--- config.mk ---
export PLATFORM = sky130hd
export DESIGN_NAME = boundary_scan_tap
export DESIGN_NICKNAME = d
export VERILOG_FILES = /design/src/tap_pkg.sv /design/src/tap_ctl_if.sv /design/src/boundary_scan_tap.sv /design/src/tap_fsm.sv /design/src/tap_sync.sv
export SDC_FILE = /design/constraint.sdc
export NUM_CORES = 1
export LEC_CHECK = 0
export BUFFER_PORTS_ARGS = -buffer_cell sky130_fd_sc_hd__buf_4
export CORE_MARGIN = 2
export CORE_UTILIZATION = 56
export DETAILED_ROUTE_END_ITERATION = 7
export GPL_ROUTABILITY_DRIVEN = 0
export HOLD_SLACK_MARGIN = 0.15
export MAX_ROUTING_LAYER = met4
export PLACE_DENSITY_LB_ADDON = 0.25
export SLEW_MARGIN = 10
export SYNTH_ARGS = -nofsm -noshare
export SYNTH_HDL_FRONTEND = slang
export SYNTH_SLANG_ARGS = --single-unit
--- constraint.sdc ---
create_clock -name core_clk -period 2.6 [get_ports core_clk]
set_clock_uncertainty 0.15 [all_clocks]
set_input_delay 0.65 -clock core_clk [delete_from_list [all_inputs] [get_ports core_clk]]
set_output_delay 0.65 -clock core_clk [all_outputs]
set_load 0.03 [all_outputs]
--- src/tap_pkg.sv ---
// Constants, types and chain layout for the boundary-scan test access port.
// Assumes a single core clock domain; the test pins are sampled, not used as clocks.
package tap_pkg;

	typedef enum logic [3:0] {
		ST_RESET      = 4'h0,
		ST_IDLE       = 4'h1,
		ST_SEL_DR     = 4'h2,
		ST_CAPTURE_DR = 4'h3,
		ST_SHIFT_DR   = 4'h4,
		ST_EXIT1_DR   = 4'h5,
		ST_PAUSE_DR   = 4'h6,
		ST_EXIT2_DR   = 4'h7,
		ST_UPDATE_DR  = 4'h8,
		ST_SEL_IR     = 4'h9,
		ST_CAPTURE_IR = 4'ha,
		ST_SHIFT_IR   = 4'hb,
		ST_EXIT1_IR   = 4'hc,
		ST_PAUSE_IR   = 4'hd,
		ST_EXIT2_IR   = 4'he,
		ST_UPDATE_IR  = 4'hf
	} tap_state_t;

	localparam int IR_W = 2;
	localparam logic [IR_W-1:0] OP_EXTEST = 2'h0;
	localparam logic [IR_W-1:0] OP_SAMPLE = 2'h1;
	localparam logic [IR_W-1:0] OP_BYPASS = 2'h3;
	localparam logic [IR_W-1:0] IR_CAPTURE = 2'h1;
	localparam logic [IR_W-1:0] IR_RESET = OP_BYPASS;

	localparam int N_IN = 12;
	localparam int N_OUT = 6;
	localparam int N_BI = 13;
	localparam int IN_BASE = 0;
	localparam int OUT_BASE = IN_BASE + N_IN;
	localparam int BI_BASE = OUT_BASE + 2 * N_OUT;
	localparam int CHAIN_LEN = BI_BASE + 3 * N_BI;
	localparam logic [CHAIN_LEN-1:0] CHAIN_RESET = '0;

endpackage

--- src/tap_ctl_if.sv ---
// Carries controller state and sampled test-pin events between the port and its controller.
// Assumes both ends run on the same core clock.
`timescale 1ns/1ps
interface tap_ctl_if;
	import tap_pkg::*;
	logic tck_rise;
	logic tms;
	tap_state_t state;
	modport fsm (input tck_rise, input tms, output state);
	modport core (output tck_rise, output tms, input state);
endinterface

--- src/boundary_scan_tap.sv ---
// Boundary-scan port: instruction register, boundary chain, bypass bit and pin muxing.
// Assumes test pins and pad inputs are asynchronous; core drive signals are on core_clk.
`timescale 1ns/1ps
module boundary_scan_tap
	import tap_pkg::*;
(
	input wire logic core_clk, // core clock, 100 MHz
	input wire logic nrst, // async reset, active low
	input wire logic tck, // test clock pin
	input wire logic tms, // test mode select pin
	input wire logic tdi, // test serial data in pin
	output logic tdo, // test serial data out
	output logic tdo_oe_n, // serial out enable, low drives
	input wire logic [N_IN-1:0] pin_in, // pure input pads
	input wire logic [N_OUT-1:0] core_out, // core value for output pads
	input wire logic [N_OUT-1:0] core_out_en, // core enable for output pads
	output logic [N_OUT-1:0] pin_out, // output pad value
	output logic [N_OUT-1:0] pin_out_oe_n, // output pad enable, low drives
	input wire logic [N_BI-1:0] bi_in, // bidirectional pad level
	input wire logic [N_BI-1:0] core_bi_out, // core value for bidirectional pads
	input wire logic [N_BI-1:0] core_bi_en, // core enable for bidirectional pads
	output logic [N_BI-1:0] bi_out, // bidirectional pad value
	output logic [N_BI-1:0] bi_oe_n, // bidirectional pad enable, low drives
	output logic extest_active // pads under chain control
);
	tap_ctl_if ctl ();

	logic [2:0] jtag_sync;
	logic [N_BI+N_IN-1:0] pad_sync;
	logic tck_s;
	logic tdi_s;
	logic tck_d_ff;
	logic tck_fall;
	tap_state_t st;

	tap_sync #(.W(3)) u_sync_jtag (
		.core_clk(core_clk),
		.nrst(nrst),
		.d({tck, tms, tdi}),
		.q(jtag_sync)
	);

	tap_sync #(.W(N_BI + N_IN)) u_sync_pads (
		.core_clk(core_clk),
		.nrst(nrst),
		.d({bi_in, pin_in}),
		.q(pad_sync)
	);

	tap_fsm u_fsm (
		.core_clk(core_clk),
		.nrst(nrst),
		.ctl(ctl)
	);

	assign tck_s = jtag_sync[2];
	assign tdi_s = jtag_sync[0];
	assign ctl.tms = jtag_sync[1];
	assign ctl.tck_rise = tck_s & ~tck_d_ff;
	assign tck_fall = ~tck_s & tck_d_ff;
	assign st = ctl.state;

	// Edge finder looks only at the synchronised level
	always_ff @(posedge core_clk or negedge nrst) begin
		if (!nrst) begin
			tck_d_ff <= 1'b0;
		end else begin
			tck_d_ff <= tck_s;
		end
	end

	// Instruction register
	logic [IR_W-1:0] ir_sh_ff;
	logic [IR_W-1:0] ir_ff;
	logic [IR_W-1:0] nxt_ir_sh;
	logic [IR_W-1:0] nxt_ir;
	logic bsr_sel;
	logic extest;

	// Only two codes reach the chain; everything else, all-ones included, is bypass
	assign extest = (ir_ff == OP_EXTEST);
	assign bsr_sel = extest || (ir_ff == OP_SAMPLE);

	always_comb begin
		nxt_ir_sh = ir_sh_ff;
		nxt_ir = ir_ff;
		if (st == ST_RESET) begin
			nxt_ir = IR_RESET;
		end else if (ctl.tck_rise) begin
			if (st == ST_CAPTURE_IR) begin
				nxt_ir_sh = IR_CAPTURE;
			end else if (st == ST_SHIFT_IR) begin
				nxt_ir_sh = {tdi_s, ir_sh_ff[IR_W-1:1]};
			end
		end else if (tck_fall && st == ST_UPDATE_IR) begin
			nxt_ir = ir_sh_ff;
		end
	end

	always_ff @(posedge core_clk or negedge nrst) begin
		if (!nrst) begin
			ir_sh_ff <= IR_CAPTURE;
			ir_ff <= IR_RESET;
		end else begin
			ir_sh_ff <= nxt_ir_sh;
			ir_ff <= nxt_ir;
		end
	end

	// Data registers: chain shift stages, chain output latch, bypass bit
	logic [CHAIN_LEN-1:0] bsr_sh_ff;
	logic [CHAIN_LEN-1:0] bsr_upd_ff;
	logic byp_ff;
	logic [CHAIN_LEN-1:0] nxt_bsr_sh;
	logic [CHAIN_LEN-1:0] nxt_bsr_upd;
	logic nxt_byp;

	always_comb begin
		nxt_bsr_sh = bsr_sh_ff;
		nxt_bsr_upd = bsr_upd_ff;
		nxt_byp = byp_ff;
		if (ctl.tck_rise && st == ST_CAPTURE_DR) begin
			if (bsr_sel) begin
				// Output cells have no parallel input and keep their bits
				for (int i = 0; i < N_IN; i++) begin
					nxt_bsr_sh[IN_BASE + i] = pad_sync[i];
				end
				for (int j = 0; j < N_BI; j++) begin
					nxt_bsr_sh[BI_BASE + 3 * j] = pad_sync[N_IN + j];
				end
			end else begin
				nxt_byp = 1'b0;
			end
		end else if (ctl.tck_rise && st == ST_SHIFT_DR) begin
			if (bsr_sel) begin
				nxt_bsr_sh = {tdi_s, bsr_sh_ff[CHAIN_LEN-1:1]};
			end else begin
				nxt_byp = tdi_s;
			end
		end else if (tck_fall && st == ST_UPDATE_DR && bsr_sel) begin
			nxt_bsr_upd = bsr_sh_ff;
		end
	end

	// Pause and exit states fall through with everything held
	always_ff @(posedge core_clk or negedge nrst) begin
		if (!nrst) begin
			bsr_sh_ff <= CHAIN_RESET;
			bsr_upd_ff <= CHAIN_RESET;
			byp_ff <= 1'b0;
		end else begin
			bsr_sh_ff <= nxt_bsr_sh;
			bsr_upd_ff <= nxt_bsr_upd;
			byp_ff <= nxt_byp;
		end
	end

	// Serial out changes on the falling test clock so the tester samples a settled bit
	logic tdo_ff;
	logic tdo_oe_n_ff;
	logic nxt_tdo;
	logic nxt_tdo_oe_n;

	always_comb begin
		nxt_tdo = tdo_ff;
		nxt_tdo_oe_n = tdo_oe_n_ff;
		if (tck_fall) begin
			if (st == ST_SHIFT_DR) begin
				nxt_tdo = bsr_sel ? bsr_sh_ff[0] : byp_ff;
				nxt_tdo_oe_n = 1'b0;
			end else if (st == ST_SHIFT_IR) begin
				nxt_tdo = ir_sh_ff[0];
				nxt_tdo_oe_n = 1'b0;
			end else begin
				nxt_tdo_oe_n = 1'b1;
			end
		end
	end

	always_ff @(posedge core_clk or negedge nrst) begin
		if (!nrst) begin
			tdo_ff <= 1'b0;
			tdo_oe_n_ff <= 1'b1;
		end else begin
			tdo_ff <= nxt_tdo;
			tdo_oe_n_ff <= nxt_tdo_oe_n;
		end
	end

	// Pad muxing; registered, so pads lag the core by one clock
	logic [N_OUT-1:0] pin_out_ff;
	logic [N_OUT-1:0] pin_out_oe_n_ff;
	logic [N_BI-1:0] bi_out_ff;
	logic [N_BI-1:0] bi_oe_n_ff;
	logic extest_ff;
	logic [N_OUT-1:0] nxt_pin_out;
	logic [N_OUT-1:0] nxt_pin_out_oe_n;
	logic [N_BI-1:0] nxt_bi_out;
	logic [N_BI-1:0] nxt_bi_oe_n;

	always_comb begin
		nxt_pin_out = core_out;
		nxt_pin_out_oe_n = ~core_out_en;
		nxt_bi_out = core_bi_out;
		nxt_bi_oe_n = ~core_bi_en;
		if (extest) begin
			for (int k = 0; k < N_OUT; k++) begin
				nxt_pin_out[k] = bsr_upd_ff[OUT_BASE + 2 * k];
				nxt_pin_out_oe_n[k] = ~bsr_upd_ff[OUT_BASE + 2 * k + 1];
			end
			for (int m = 0; m < N_BI; m++) begin
				nxt_bi_out[m] = bsr_upd_ff[BI_BASE + 3 * m + 1];
				nxt_bi_oe_n[m] = ~bsr_upd_ff[BI_BASE + 3 * m + 2];
			end
		end
	end

	always_ff @(posedge core_clk or negedge nrst) begin
		if (!nrst) begin
			pin_out_ff <= '0;
			pin_out_oe_n_ff <= '1;
			bi_out_ff <= '0;
			bi_oe_n_ff <= '1;
			extest_ff <= 1'b0;
		end else begin
			pin_out_ff <= nxt_pin_out;
			pin_out_oe_n_ff <= nxt_pin_out_oe_n;
			bi_out_ff <= nxt_bi_out;
			bi_oe_n_ff <= nxt_bi_oe_n;
			extest_ff <= extest;
		end
	end

	assign tdo = tdo_ff;
	assign tdo_oe_n = tdo_oe_n_ff;
	assign pin_out = pin_out_ff;
	assign pin_out_oe_n = pin_out_oe_n_ff;
	assign bi_out = bi_out_ff;
	assign bi_oe_n = bi_oe_n_ff;
	assign extest_active = extest_ff;
endmodule

--- src/tap_fsm.sv ---
// Sixteen-state test access port controller, stepped on sampled test-clock rising edges.
// Assumes mode select is sampled with the same delay as the test clock.
`timescale 1ns/1ps
module tap_fsm
	import tap_pkg::*;
(
	input wire logic core_clk, // core clock
	input wire logic nrst, // async reset, active low
	tap_ctl_if.fsm ctl // edge event, mode select and state
);
	tap_state_t state_ff;
	tap_state_t nxt_state;

	always_comb begin
		nxt_state = state_ff;
		if (ctl.tck_rise) begin
			unique case (state_ff)
				ST_RESET: nxt_state = ctl.tms ? ST_RESET : ST_IDLE;
				ST_IDLE: nxt_state = ctl.tms ? ST_SEL_DR : ST_IDLE;
				ST_SEL_DR: nxt_state = ctl.tms ? ST_SEL_IR : ST_CAPTURE_DR;
				ST_CAPTURE_DR: nxt_state = ctl.tms ? ST_EXIT1_DR : ST_SHIFT_DR;
				ST_SHIFT_DR: nxt_state = ctl.tms ? ST_EXIT1_DR : ST_SHIFT_DR;
				ST_EXIT1_DR: nxt_state = ctl.tms ? ST_UPDATE_DR : ST_PAUSE_DR;
				ST_PAUSE_DR: nxt_state = ctl.tms ? ST_EXIT2_DR : ST_PAUSE_DR;
				ST_EXIT2_DR: nxt_state = ctl.tms ? ST_UPDATE_DR : ST_SHIFT_DR;
				ST_UPDATE_DR: nxt_state = ctl.tms ? ST_SEL_DR : ST_IDLE;
				ST_SEL_IR: nxt_state = ctl.tms ? ST_RESET : ST_CAPTURE_IR;
				ST_CAPTURE_IR: nxt_state = ctl.tms ? ST_EXIT1_IR : ST_SHIFT_IR;
				ST_SHIFT_IR: nxt_state = ctl.tms ? ST_EXIT1_IR : ST_SHIFT_IR;
				ST_EXIT1_IR: nxt_state = ctl.tms ? ST_UPDATE_IR : ST_PAUSE_IR;
				ST_PAUSE_IR: nxt_state = ctl.tms ? ST_EXIT2_IR : ST_PAUSE_IR;
				ST_EXIT2_IR: nxt_state = ctl.tms ? ST_UPDATE_IR : ST_SHIFT_IR;
				ST_UPDATE_IR: nxt_state = ctl.tms ? ST_SEL_DR : ST_IDLE;
			endcase
		end
	end

	// Power-up lands in reset
	always_ff @(posedge core_clk or negedge nrst) begin
		if (!nrst) begin
			state_ff <= ST_RESET;
		end else begin
			state_ff <= nxt_state;
		end
	end

	assign ctl.state = state_ff;
endmodule

--- src/tap_sync.sv ---
// Two-flop synchroniser for a group of levels from outside the core clock domain.
// Assumes each bit may change at any time; no bus coherence is promised.
`timescale 1ns/1ps
module tap_sync #(
	parameter int W = 1
) (
	input wire logic core_clk, // core clock
	input wire logic nrst, // async reset, active low
	input wire logic [W-1:0] d, // asynchronous inputs
	output logic [W-1:0] q // synchronised outputs
);
	logic [W-1:0] meta_ff;
	logic [W-1:0] q_ff;

	always_ff @(posedge core_clk or negedge nrst) begin
		if (!nrst) begin
			meta_ff <= '0;
			q_ff <= '0;
		end else begin
			meta_ff <= d;
			q_ff <= meta_ff;
		end
	end

	assign q = q_ff;
endmodule

==> results.yml <==
route:
  vias: 4394
  antenna_left: 0
  via_per_inst: 5.22
  finalWirelength_mm: 13.2
  drtIter0Drc: 200
  drc: 0
  dr.pass1.iters: 4
  wl_per_cell_um: 15.7
clock_tree:
  htree_levels: 1
  insertion_delay_ns: 0.48
  clk_pin_slew_worst_paths_ns: 0.06
  cts_setup_buffers: 0
  cts-root-buf: "clkbuf_16"
  cts_sinks: 208
  cts_made_buffers: 21
  clock_path_buffers: 3
  cts_tree: "done"
layout:
  diodes: 0
  multi_input_area_mm2: 0.00214
  area_growth_syn_to_layout_pct: 27.8
  num-nets-final: 719
  fill_cells: 846
  drive_above_1_share: 0.403
  final_common_cell: "dfrtp_1"
  stdcell_count: 841
  regArea_mm2: 0.00523
  final_cell_mix: "dfrtp_1, buf_4, mux2_2"
global_routing:
  grt_antenna_before_repair: 0
  grt_max_degree: 66
  grt_pass1_wl_mm: 22.4
  grt_usage: 0.199
  grt_pass1_vias: 4681
  grt.overflow.total: 0
worst_setup_path:
  startpoint: "u_fsm.ctl.state[1]"
  crit_path_end_kind: "register"
  r2r_start: "u_fsm.ctl.state[1]"
  arrival_ns: 2.62
  required_ns: 2.80
  timing.rr.end: "bsr_sh_ff[15]"
  r2r_setup_slack_ns: 0.18
  crit_path_end: "bsr_sh_ff[15]"
  crit_path_start_kind: "register"
  critical_path_class: "reg -> reg"
  critPathMaxFanout: 44
  worst-r2r-cell-count: 4
logic_synthesis:
  yosysUniqueCellTypes: 37
  ys_seq_area_frac: 0.695
  postSynthCellCount: 500
  syn_area_mm2: 0.00753
  syn_nets: 568
  ys_warn_count: 0
  ys_seq_elements: 208
  syn_avg_cell_area_um2: 15.1
place:
  dp.cells: 770
  post-dp-hpwl_mm: 8.40
  io_buffers: 108
sta:
  post-route-period-util: 0.931
  hold_viol: 0
  setup_viol: 0
  drv_slew: 0
  min_period_ns: 2.42
  worstMarginPinSlew_ns: 0.708
  max_freq_mhz: 413
  rsz0062_at_grt: "false"
  finalSetupTns_ns: 0
  timing.slew.headroom: 0.527
power_and_ir_drop:
  p_leak_nw: 4.49
  p_per_area_mw_per_mm2: 747
  ir_drop_v: 0.000459
die:
  fp.dieW_um: 120
  rows: 42
  die_area_mm2: 0.0144
  chipHeight_um: 120
  io_pins: 109
  initial_utilization: 0.571
  fp.coreArea_mm2: 0.0132
flow_run:
  cap_violations: 0
outcome:
  outcome: "finished clean"
hold_path:
  min_path_type: "in -> reg"
==> synthesized netlist by cell type, drive strengths merged <==
master	n	area (um^2)
a2111oi	2	17.5
a211oi	1	12.5
a21oi	31	155
a22oi	25	188
a2bb2oi	1	8.76
a311oi	1	8.76
a31oi	3	18.8
a32oi	1	8.76
and3	1	6.26
buf	18	124
clkbuf	12	45.0
dfrtp	185	4630
dfstp	23	604
inv	4	15.0
mux2	97	1090
mux2i	22	220
nand2	6	22.5
nand2b	4	25.0
nand3	3	15.0
nand4	2	12.5
nor2	30	113
nor2b	5	31.3
nor3	4	31.3
nor4	1	6.26
o211ai	1	7.51
o21a	1	7.51
o21ai	8	40.0
o31ai	2	15.0
or2	2	12.5
or4	1	7.51
or4b	1	10.0
or4bb	1	11.3
xor2	1	8.76
==> routing by layer <==
metal | global-route usage | wire length [um]
met1 | 0.266 | 5630
met2 | 0.320 | 6670
met3 | 0.0323 | 738
met4 | 0.0566 | 194
met5 | - | 0
==> cells by family (layout without fill, tap and decap cells) <==
kind of cell | after synthesis | count (layout) | share of synthesized area
AND/OR/NAND/NOR | 61 | 61 | 0.0404
buffers and inverters | 34 | 199 | 0.0244
flip-flops | 208 | 208 | 0.695
multiplexers | 119 | 119 | 0.174
AO/OA/AOI/OAI | 77 | 77 | 0.0648
XOR/XNOR | 1 | 1 | 0.00116
==> what timing repair did <==
action,in CTS,in global routing
hold endpoints to repair,83,1
hold buffers,33,1
resized for setup,0,0
==> final cells by class <==
type | count | share of cell area
Sequential cell | 208 | 0.544
Multi-Input combinational cell | 258 | 0.222
Timing Repair Buffer | 158 | 0.138
Clock buffer | 31 | 0.0627
Tap cell | 176 | 0.0229
Clock inverter | 6 | 0.00858
Inverter | 4 | 0.00156
==> state kept, by name, indices dropped and copies added (netlist names), 2 cells and up <==
signal               count
ir_ff                    2
pin_out                  6
bsr_sh_ff               63
u_sync_pads.q           25
u_sync_jtag.q            3
bi_out                  13
u_fsm.ctl.state          4
bi_oe_n                 13
pin_out_oe_n             6
u_sync_pads.meta_ff     25
bsr_upd_ff              38
ir_sh_ff                 2
u_sync_jtag.meta_ff      3
==> how the worst min path moves through the flow <==
stage,slack [ns],cells after the start,end,from
3_5_place_dp,0.18,0,u_sync_pads.q[3],u_sync_pads.meta_ff[3]
4_1_cts,0.15,2,pin_out_oe_n[5],core_out_en[5]
2_1_floorplan,0.18,0,u_sync_jtag.q[0],u_sync_jtag.meta_ff[0]
5_1_grt,0.15,2,pin_out_oe_n[5],core_out_en[5]
3_3_place_gp,0.18,0,u_sync_pads.q[15],u_sync_pads.meta_ff[15]
6_report,0.16,2,bi_oe_n[3],core_bi_en[3]
==> power breakdown <==
group	switching, mW	internal (mW)	leakage (nW)	total [mW]
Clock	1.13	1.80	0.335	2.93
Sequential	0.0780	3.40	2.64	3.48
Combinational	0.445	0.340	1.52	0.785
Total	1.65	5.54	4.49	7.19
==> critical path: stages (launching register included) <==
cell and delay, ns:
dfrtp_1 0.48, or4b_1 0.74, nor3_4 0.25, buf_12 0.26, mux2_2 0.37
==> stage by stage <==
step / area, um^2 / hold WS (ns) / worst slack [ns] / util / total power [mW]
after global placement: 8600 / 0.184 / 0.295 / 0.652 / 4.24
final: 9620 / 0.164 / 0.178 / 0.730 / 7.19
after floorplan: 7530 / 0.181 / 0.396 / - / 3.94
after CTS: 9610 / 0.150 / 0.206 / 0.729 / 7.25
after global routing: 9620 / 0.154 / 0.114 / 0.730 / 7.50
after detailed placement: 8600 / 0.185 / 0.231 / 0.652 / 4.27
Power figures use the tool's default switching activity.
